**config.mk**
```make
export PLATFORM = sky130hd
export DESIGN_NAME = bir_steer
export DESIGN_NICKNAME = d
export VERILOG_FILES = /design/src/bir_pkg.sv /design/src/bir_route_dec.sv /design/src/bir_steer.sv
export VERILOG_INCLUDE_DIRS = /design/src
export SDC_FILE = /design/constraint.sdc
export NUM_CORES = 1
export LEC_CHECK = 0
export BUFFER_PORTS_ARGS = -buffer_cell sky130_fd_sc_hd__buf_4
export CAP_MARGIN = 10
export CORE_ASPECT_RATIO = 0.8
export CORE_MARGIN = 2
export CORE_UTILIZATION = 45
export CTS_CLUSTER_DIAMETER = 120
export DETAILED_ROUTE_END_ITERATION = 7
export PLACE_DENSITY_LB_ADDON = 0.05
export SYNTH_ARGS = -nofsm -noshare
export SYNTH_HDL_FRONTEND = slang
export SYNTH_SLANG_ARGS = --single-unit
```
**constraint.sdc**
```tcl
create_clock -name core_clk -period 1.7 [get_ports core_clk]
set_input_delay 0.34 -clock core_clk [delete_from_list [all_inputs] [get_ports core_clk]]
set_output_delay 0.34 -clock core_clk [all_outputs]
set_load 0.02 [all_outputs]
```
**src/bir_params.svh**
```systemverilog
`ifndef BIR_PARAMS_SVH
`define BIR_PARAMS_SVH

// ==========================================================
// configuration offsets and reset values
`define BIR_OFF_ROUTE_FIRST  8'h70
`define BIR_OFF_ROUTE_SECOND 8'h71
`define BIR_ROUTE_RST        8'h80
`define BIR_READ_NONE        8'h00

// ==========================================================
// routing register fields
`define BIR_EN_N_BIT   7
`define BIR_SHARE_BIT  6
`define BIR_IRQ0_BIT   5
`define BIR_RSV_BIT    4
`define BIR_CODE_HI    3
`define BIR_CODE_LO    0

// ==========================================================
// request inputs that a route may target: 3-7, 9-12, 14, 15
`define BIR_CODE_VALID 16'hDEF8
`define BIR_ONE_HOT    16'h0001
`define BIR_VEC_ZERO   16'h0000
`define BIR_IRQ0_IDX   0
`define BIR_IRQ15_IDX  15

`endif

```
**src/bir_pkg.sv**
```systemverilog
// ==========================================================
// shared types
package bir_pkg;
   typedef logic [7:0]  bir_route_t;
   typedef logic [15:0] bir_irq_vec_t;
   typedef logic [3:0]  bir_code_t;
endpackage : bir_pkg

```
**src/bir_route_dec.sv**
```systemverilog
`timescale 1ns/100ps
`default_nettype none
`include "bir_params.svh"

// ==========================================================
// decode of one routing register into target, drive and mask
module bir_route_dec (
   // routing register value
   input  wire bir_pkg::bir_route_t   route,
   // synchronised board interrupt level, already gated if absent
   input  wire logic                  irq_in,
   // request inputs that pci steering also uses
   input  wire bir_pkg::bir_irq_vec_t pci_hit,
   // decoded results
   output wire bir_pkg::bir_irq_vec_t target,
   output wire bir_pkg::bir_irq_vec_t drive,
   output wire bir_pkg::bir_irq_vec_t isa_mask
);

   // one-hot of the coded request input, reserved codes give nothing
   wire bir_pkg::bir_code_t   code_w;
   wire bir_pkg::bir_irq_vec_t onehot_w;
   wire                       en_w;
   wire                       share_w;

   assign code_w   = route[`BIR_CODE_HI:`BIR_CODE_LO];
   assign onehot_w = `BIR_ONE_HOT << code_w;
   assign en_w     = ~route[`BIR_EN_N_BIT];
   assign share_w  = route[`BIR_SHARE_BIT];
   assign target   = en_w ? (onehot_w & `BIR_CODE_VALID) : `BIR_VEC_ZERO;

   // disabled route contributes nothing
   assign drive    = target & {16{irq_in}};

   // private line masks its isa source; pci overlap always masks it
   assign isa_mask = (share_w ? `BIR_VEC_ZERO : target)
                   | (target & pci_hit);

endmodule : bir_route_dec
`default_nettype wire

```
**src/bir_steer.sv**
```systemverilog
// Behaviour
// Two 8-bit read/write routing registers sit at offsets 70h and 71h, the second only on the older variant, both resetting to 80h.
// Each board interrupt input is steered on its own to one of eleven controller request inputs.
// Bit 7 low enables a route and bit 7 high, the reset state, disables it.
// Bit 6 selects sharing, and with sharing off on an enabled route the selected isa line is masked.
// Software enables sharing only when both devices on the line drive active-high level interrupts.
// A board device sharing a target with a pci line must drive active-high level interrupts.
// When a board route and a pci line hit the same target the isa line of that target is masked.
// Software clears bit 6 of a route that shares its target with a pci line.
// On the newer variant bit 5 of the first register turns the dual pin into the irq0 output.
// The source of the ide interrupt status flag is irq15 with bit 5 set, else the first board input.
// Bit 4 of each routing register is reserved and reads zero.
// The 4-bit code names the target request input, codes 0-2, 8 and 13 being reserved.
// With sharing on the board interrupt and the isa line are ORed, and a disabled route adds nothing.
`timescale 1ns/100ps
`default_nettype none
`include "bir_params.svh"

module bir_steer #(
   parameter bit NEWER_VARIANT = 1'b1
) (
   // clock and reset
   input  wire logic                  core_clk,
   input  wire logic                  reset,
   // configuration space access, function 0
   input  wire logic                  cfg_wr,
   input  wire logic                  cfg_rd,
   input  wire logic [7:0]            cfg_addr,
   input  wire logic [7:0]            cfg_wdata,
   output logic [7:0]                 cfg_rdata_r,
   output logic                       cfg_rvalid_r,
   // board interrupt pins, bit 0 is the dual function pin input
   input  wire logic [1:0]            board_irq_inputs,
   output logic                       dual_function_irq_pin_out_r,
   output logic                       dual_function_irq_pin_oe_n_r,
   // system timer level for the irq0 output
   input  wire logic                  timer_irq0,
   // isa interrupt pins
   input  wire bir_pkg::bir_irq_vec_t isa_irq,
   // request inputs claimed by pci steering
   input  wire bir_pkg::bir_irq_vec_t pci_irq_line_hit,
   // controller request inputs and ide flag source
   output bir_pkg::bir_irq_vec_t      pic_req_r,
   output logic                       ide_irq_src_r
);

   // ==========================================================
   // registers
   bir_pkg::bir_route_t   route_first_r;
   bir_pkg::bir_route_t   route_first_nxt;
   bir_pkg::bir_route_t   route_second_r;
   bir_pkg::bir_route_t   route_second_nxt;
   logic [1:0]            board_meta_r;
   logic [1:0]            board_sync_r;
   bir_pkg::bir_irq_vec_t isa_meta_r;
   bir_pkg::bir_irq_vec_t isa_sync_r;

   // ==========================================================
   // configuration decode
   wire                   hit_first_w;
   wire                   hit_second_w;
   wire bir_pkg::bir_route_t wr_mask_w;
   wire bir_pkg::bir_route_t rd_first_w;
   wire bir_pkg::bir_route_t rd_second_w;
   wire bir_pkg::bir_route_t rd_data_w;

   // reserved bit 4 never stored; bit 5 only where the dual pin exists
   assign wr_mask_w    = ~((8'h01 << `BIR_RSV_BIT)
                         | (NEWER_VARIANT ? 8'h00 : (8'h01 << `BIR_IRQ0_BIT)));
   assign hit_first_w  = (cfg_addr == `BIR_OFF_ROUTE_FIRST);
   assign hit_second_w = (cfg_addr == `BIR_OFF_ROUTE_SECOND) & ~NEWER_VARIANT;
   assign route_first_nxt  = (cfg_wr & hit_first_w) ? (cfg_wdata & wr_mask_w)
                                                     : route_first_r;
   assign route_second_nxt = (cfg_wr & hit_second_w) ? (cfg_wdata & wr_mask_w)
                                                      : route_second_r;
   assign rd_first_w   = route_first_r & wr_mask_w;
   assign rd_second_w  = route_second_r & wr_mask_w;
   assign rd_data_w    = hit_first_w  ? rd_first_w  :
                         hit_second_w ? rd_second_w : `BIR_READ_NONE;

   // routing registers, 80h after reset
   always_ff @(posedge core_clk) begin
      if (reset) begin
         route_first_r  <= `BIR_ROUTE_RST;
         route_second_r <= `BIR_ROUTE_RST;
      end else begin
         route_first_r  <= route_first_nxt;
         route_second_r <= route_second_nxt;
      end
   end

   // read data, one cycle after the read strobe
   always_ff @(posedge core_clk) begin
      if (reset) begin
         cfg_rdata_r  <= `BIR_READ_NONE;
         cfg_rvalid_r <= 1'b0;
      end else begin
         cfg_rdata_r  <= cfg_rd ? rd_data_w : cfg_rdata_r;
         cfg_rvalid_r <= cfg_rd;
      end
   end

   // ==========================================================
   // pin synchronisers, first stage read only by the second
   always_ff @(posedge core_clk) begin
      if (reset) begin
         board_meta_r <= 2'b00;
         board_sync_r <= 2'b00;
         isa_meta_r   <= `BIR_VEC_ZERO;
         isa_sync_r   <= `BIR_VEC_ZERO;
      end else begin
         board_meta_r <= board_irq_inputs;
         board_sync_r <= board_meta_r;
         isa_meta_r   <= isa_irq;
         isa_sync_r   <= isa_meta_r;
      end
   end

   // ==========================================================
   // steering
   wire                   irq0_mode_w;
   wire                   first_irq_w;
   wire                   second_irq_w;
   wire bir_pkg::bir_route_t route_second_eff_w;
   wire bir_pkg::bir_irq_vec_t tgt_first_w;
   wire bir_pkg::bir_irq_vec_t tgt_second_w;
   wire bir_pkg::bir_irq_vec_t drv_first_w;
   wire bir_pkg::bir_irq_vec_t drv_second_w;
   wire bir_pkg::bir_irq_vec_t msk_first_w;
   wire bir_pkg::bir_irq_vec_t msk_second_w;
   wire bir_pkg::bir_irq_vec_t pic_req_nxt;
   wire                   ide_irq_src_nxt;

   // dual pin as output leaves no first board input to route
   assign irq0_mode_w  = NEWER_VARIANT & route_first_r[`BIR_IRQ0_BIT];
   assign first_irq_w  = board_sync_r[0] & ~irq0_mode_w;
   assign second_irq_w = board_sync_r[1];
   // second route is absent on the newer variant: held disabled
   assign route_second_eff_w = NEWER_VARIANT ? `BIR_ROUTE_RST : route_second_r;

   bir_route_dec u_dec_first (
      .route    (route_first_r),
      .irq_in   (first_irq_w),
      .pci_hit  (pci_irq_line_hit),
      .target   (tgt_first_w),
      .drive    (drv_first_w),
      .isa_mask (msk_first_w)
   );

   bir_route_dec u_dec_second (
      .route    (route_second_eff_w),
      .irq_in   (second_irq_w),
      .pci_hit  (pci_irq_line_hit),
      .target   (tgt_second_w),
      .drive    (drv_second_w),
      .isa_mask (msk_second_w)
   );

   // masked isa lines ORed with routed board levels
   assign pic_req_nxt = (isa_sync_r & ~(msk_first_w | msk_second_w))
                      | drv_first_w | drv_second_w;

   // ide flag source follows the dual pin mode
   assign ide_irq_src_nxt = irq0_mode_w ? isa_sync_r[`BIR_IRQ15_IDX]
                                        : board_sync_r[0];

   // outputs registered
   always_ff @(posedge core_clk) begin
      if (reset) begin
         pic_req_r                    <= `BIR_VEC_ZERO;
         ide_irq_src_r                <= 1'b0;
         dual_function_irq_pin_out_r  <= 1'b0;
         dual_function_irq_pin_oe_n_r <= 1'b1;
      end else begin
         pic_req_r                    <= pic_req_nxt;
         ide_irq_src_r                <= ide_irq_src_nxt;
         dual_function_irq_pin_out_r  <= timer_irq0 & irq0_mode_w;
         dual_function_irq_pin_oe_n_r <= ~irq0_mode_w;
      end
   end
endmodule : bir_steer
`default_nettype wire

```
==> flow_summary.yaml, run 1 <==
status:
  status: "finished, final reports clean"
floorplan:
  die_x_um: 84.45
  initial_utilization_pct: 46.53
  die_y_um: 68.36
  core_area_mm2: 0.005007
  die-area_mm2: 0.005772
  io_pins: 83
  placementRows: 23
layout:
  drive_above_1_share_pct: 35.45
  area_growth_pct: 34.69
  nets: 350
  final_cells: 361
  diodes: 0
sta:
  skew_ns: 0.004859
  tightest_slew_ns: 0.5524
  fmax_mhz: 671.5
  setup_viol: 0
  tns_ns: 0
  fin_crit_sh_pct: 87.60
  hold_ws_ns: 0.2175
  rsz0062_at_grt: "false"
  hold_violations: 0
  slew_headroom_pct: 63.13
  slew_violations: 0
  final.min_clock_period_ns: 1.489
clock_network:
  numCtsBuffers: 9
  clk_path_buf_depth: 2
  postCtsSetupRepairBufs: 0
  cts.clk_slew.worst_paths_ns: 0.07
  clock_latency_ns: 0.33
  cts_hold_buffers: 0
  cts_tree: "yes"
  cts_num_sinks: 68
  cts_resized: 0
  root_buffer: "clkbuf_8"
  htree_levels: 3
synthesis:
  synthMuxAreaShare_pct: 0.4296
  yosysWarnings: 0
  synthXorXnorAreaFrac_pct: 0
  synth_fa_ha_area_share_pct: 0
  synth_area_mm2: 0.002330
  synth_top_family_by_area: "simple AND/OR/NAND/NOR gates"
  synth-simple-area-share_pct: 24.49
  synth_top_area_share_pct: 58.43
  synth_cells: 217
  synthTopCellsByArea: "dfxtp_1 58%, nor2b_1 14%, nand2b_1 3.0%, a31o_2 2.6%, o311ai_1 2.3%"
  ys_seq_area_share_pct: 58.43
  syn_nets: 272
  yosysTopAreaCell: "dfxtp_1"
  synth.distinct_cells: 33
  synth-seq-cells: 68
  synth_compound_area_share_pct: 12.94
  avgSynthCellArea_um2: 10.74
power_and_ir_drop:
  p_comb_share_pct: 6.7
  p_per_area_mw_per_mm2: 996.2
  irDropWorstVdd_mv: 0.5609
  p_int_mw: 2.464
  switching_share_pct: 21.17
  seqPwrFrac_pct: 52.9
  p_clk_share_pct: 40.4
  p_leak_nw: 1.288
  switchingPower_uw: 661.8
drt:
  vias: 1756
  wl_mm: 4.761
  drt_drc_violations_left: 0
  ant_nets: 0
  drt-initial-drc-count: 146
  dr.pass1.iters: 4
  viasPerCell: 4.864
  wl_per_cell_um: 13.19
worst_setup_path:
  critical_path_peak_fanout: 8
  cp-end-kind: "flop"
  worstPathArrival_ns: 1.69
  path_class: "flop to flop"
  critical_path_required_ns: 1.90
  startpoint_type: "flop"
global_route:
  grt_overflow: 0
  antenna_found_initial: 0
  grt_usage_pct: 17.87
  grt_max_degree: 27
  grt_pass1_vias: 1625
  grt_pass1_wl_mm: 7.852
job:
  drv_cap: 0
min_path:
  hp-class: "primary input to flop"
placed_design:
  dp_hpwl_mm: 3.421
  port_buffers: 74
  dp.cells: 346
  gp_congestion: 0.8021
[kinds of logic after synthesis]
logic type / count (synthesis)
other cells: 1
compound gates: 41
simple gates: 87
mux: 1
buf+inv: 19
flops: 68
[critical path, cell delays in order, from the launching register on]
cell,delay (ns)
dfxtp_1,0.49
or3b_4,0.46
o311ai_1,0.29
o21ai_1,0.12
[final timing paths]
path | from | end | slack [ns] | cells past startpoint
worst max-delay path | route_first_r[3] | pic_req_r[11] | 0.21 | 3
worst min-delay path | isa_irq[1] | isa_meta_r[1] | 0.22 | 2
worst max register to register | route_first_r[3] | pic_req_r[11] | 0.21 | 3
worst min register to register | isa_meta_r[0] | isa_sync_r[0] | 0.44 | 1
[Yosys cell counts (all sizes together)]
library cell	instances
nand2	1
a311oi	5
a31oi	1
mux2i	1
nor3b	2
nor2b	51
a31o	7
o311ai	8
or3b	2
dfxtp	68
nor2	3
a21oi	7
conb	1
nand4b	1
nand3b	1
buf	6
inv	6
nand3	3
o21ai	8
nor4	2
o211ai	2
clkbuf	7
nand4	7
a32o	3
and4b	1
nand2b	11
and3	2
[registers in the layout, indices dropped and copies added (netlist names)]
signal,cells
cfg_rdata_r,7
pic_req_r,16
board_meta_r,1
route_first_r,7
dual_function_irq_pin_out_r,1
board_sync_r,1
isa_meta_r,16
dual_function_irq_pin_oe_n_r,1
ide_irq_src_r,1
cfg_rvalid_r,1
isa_sync_r,16
[placed cells by master, fill, tap and decap left out]
master	instances
o211ai_1	2
a311oi_1	5
o21ai_0	3
conb_1	1
o311ai_1	6
nor2b_1	51
a31o_2	7
and3_1	2
nand3_1	3
nor4_1	1
a31oi_1	1
a21oi_1	7
inv_1	6
nor3b_1	1
dfxtp_1	68
nor3b_2	1
nand2_1	1
and4b_1	1
nand2b_1	11
nor2_1	3
clkinv_2	3
o21ai_1	5
or3b_4	2
o311ai_0	2
buf_4	80
nand3b_1	1
nand4_1	7
clkinvlp_4	1
nand4b_1	1
mux2i_1	1
a32o_1	3
clkbuf_8	10
bufinv_16	1
nor4_4	1
[through the flow]
| stage | setup slack [ns] | instance area, um2 | total power, mW | utilization (%) |
|---|---|---|---|---|
| floorplan | 0.4135 | 2330 | 1.777 | - |
| global placement | 0.2445 | 2948 | 1.899 | 58.87 |
| detailed placement | 0.2216 | 2948 | 1.902 | 58.87 |
| CTS | 0.2125 | 3138 | 3.156 | 62.67 |
| global route | 0.1062 | 3138 | 3.268 | 62.67 |
| finish | 0.2108 | 3138 | 3.126 | 62.67 |
[metal layers]
metal	vias up	global-route usage [%]	share of wire, %
li1	911	-	-
met3	8	6.634	8.5
met5	-	0	0
met2	63	25.40	43
met4	0	8.532	1.4
met1	774	24.11	47
[final cells by class]
| class | instances | area (um2) |
|---|---|---|
| Fill cell | 455 | 1869 |
| Sequential cell | 68 | 1361 |
| Multi-Input combinational cell | 130 | 885.9 |
| Timing Repair Buffer | 80 | 600.6 |
| Clock buffer | 10 | 137.6 |
| Tap cell | 62 | 77.57 |
| Clock inverter | 5 | 52.55 |
| Inverter | 6 | 22.52 |
[power groups by stage]
stage	Sequential (mW)	Clock, mW	Combinational [mW]
CTS	1.65	1.29	0.212
global placement	1.69	0	0.210
detailed placement	1.69	0	0.212
global route	1.66	1.38	0.230
finish	1.65	1.26	0.210
floorplan	1.70	0	0.0753
Power figures use the tool's default switching activity.
==> run 2, diff against run 1 <==
- CORE_UTILIZATION: 45 -> 48
==> flow_summary.yaml, run 2 (synthesis gave the netlist of run 1 again) <==
status:
  status: "finished, final reports clean"
sta:
  slew_headroom_pct: 65.34
  final.min_clock_period_ns: 1.449
  rsz0062_at_grt: "false"
  hold_ws_ns: 0.2021
  skew_ns: 0.007890
  setup_viol: 0
  slew_violations: 0
  fmax_mhz: 690.3
  fin_crit_sh_pct: 85.21
  tns_ns: 0
  tightest_slew_ns: 0.5193
  hold_violations: 0
worst_setup_path:
  rrSetupSlack_ns: 0.25
  cp-end-kind: "flop"
  crit_path_max_incr_delay_ns: 0.46
  worst_path_max_delay_cell: "or3b_4"
  startpoint_type: "flop"
  path_buf_inv: 0
  critical_path_required_ns: 1.91
  r2r_cells: 3
  path_class: "flop to flop"
  crit_chain: "or3b_4 -> o311ai_1 -> o21ai_0"
  cp.depth: 3
  worstPathArrival_ns: 1.66
  critical_path_peak_fanout: 7
  cp_top_family: "simple AND/OR/NAND/NOR gates"
floorplan:
  placementRows: 22
  die_y_um: 66.32
  io_pins: 83
  core_area_mm2: 0.004624
  die_x_um: 81.89
  die-area_mm2: 0.005431
  initial_utilization_pct: 50.38
clock_network:
  root_buffer: "clkbuf_8"
  numCtsBuffers: 9
  cts_hold_buffers: 0
  cts_resized: 0
  clk_path_buf_depth: 2
  htree_levels: 3
  cts.clk_slew.worst_paths_ns: 0.07
  cts_num_sinks: 68
  clock_latency_ns: 0.34
  postCtsSetupRepairBufs: 0
  cts_tree: "yes"
layout:
  drive_above_1_share_pct: 35.76
  nets: 352
  final_common_cell: "buf_4"
  top_regs: "isa_meta_r (16), isa_sync_r (16), pic_req_r (16)"
  final_cell_mix: "82 x buf_4, 68 x dfxtp_1, 51 x nor2b_1, 11 x nand2b_1, 10 x clkbuf_8"
  area_growth_pct: 35.77
  diodes: 0
power_and_ir_drop:
  switchingPower_uw: 698.4
  switching_share_pct: 21.96
  p_leak_nw: 1.293
  p_int_mw: 2.482
  p_clk_share_pct: 41.4
  irDropWorstVdd_mv: 0.8225
  fin_total_pwr_mw: 3.181
  seqPwrFrac_pct: 52.0
  p_comb_share_pct: 6.7
  p_per_area_mw_per_mm2: 1006
placed_design:
  gp_congestion: 0.7960
  dp_hpwl_mm: 3.442
  port_buffers: 74
job:
  drv_cap: 0
drt:
  drt-initial-drc-count: 86
  dr.pass1.iters: 4
  drt_drc_violations_left: 0
  ant_nets: 0
  viasPerCell: 5.044
  vias: 1826
  wl_mm: 4.902
  wl_per_cell_um: 13.54
min_path:
  whs_path_depth: 2
  hp-class: "primary input to flop"
global_route:
  grt_pass1_wl_mm: 7.921
  grt_pass1_vias: 1667
  antenna_found_initial: 0
  grt_overflow: 0
  grt_max_degree: 30
  grt_usage_pct: 20.02
==> run 2: cell types whose count changed in the layout (fill, tap and decap cells not counted) <==
| cell | previous run | this run |
|---|---|---|
| clkinv_2 | 3 | 0 |
| clkinvlp_4 | 1 | 3 |
| clkinv_4 | 0 | 1 |
| clkbuf_1 | 0 | 1 |
| buf_4 | 80 | 82 |
==> run 2: area by class of cell <==
| cell class | count | area, um2 |
|---|---|---|
| clock inverters | 5 | 61.31 |
| fillers | 383 | 1461 |
| inverters | 6 | 22.52 |
| well taps | 60 | 75.07 |
| multi-input cells | 130 | 885.9 |
| flip-flops and latches | 68 | 1361 |
| repair buffers | 82 | 615.6 |
| clock buffers | 11 | 141.4 |
==> run 2: final timing paths <==
kind | from | to
setup / recovery | route_first_r[2] | pic_req_r[5]
setup reg to reg | route_first_r[2] | pic_req_r[5]
hold reg to reg | isa_meta_r[11] | isa_sync_r[11]
hold / removal | board_irq_inputs[0] | board_meta_r[0]
==> run 2: worst register-to-register path: cells and delay by family, from the launching register on <==
family | cells | cell delay (ns)
flip-flops | 1 | 0.45
AND/OR/NAND/NOR | 1 | 0.46
AO/OA/AOI/OAI | 2 | 0.41
==> run 2: layer usage <==
| layer | up-vias | GRT usage (%) | wire length, um |
|---|---|---|---|
| met5 | - | 0 | 0 |
| met4 | 0 | 6.250 | 27 |
| met3 | 3 | 8.880 | 355 |
| met2 | 68 | 29.17 | 2219 |
| met1 | 839 | 26.50 | 2299 |
| li1 | 916 | - | - |
==> run 2: power by group through the flow <==
stage / sequential (mW) / clock, mW / combinational, mW
6_report: 1.65 / 1.32 / 0.212
5_1_grt: 1.66 / 1.42 / 0.231
4_1_cts: 1.65 / 1.35 / 0.213
3_5_place_dp: 1.69 / 0 / 0.213
3_3_place_gp: 1.69 / 0 / 0.210
2_1_floorplan: 1.70 / 0 / 0.0753
==> run 2: stage by stage <==
stage	std cells	setup WS (ns)	cell area, um2	utilization [%]
after floorplan	217	0.4135	2330	-
after detailed placement	346	0.2537	2960	64.02
after global placement	346	0.2827	2960	64.02
after CTS	362	0.2695	3163	68.40
final	362	0.2514	3163	68.40
after global routing	362	0.1642	3163	68.40
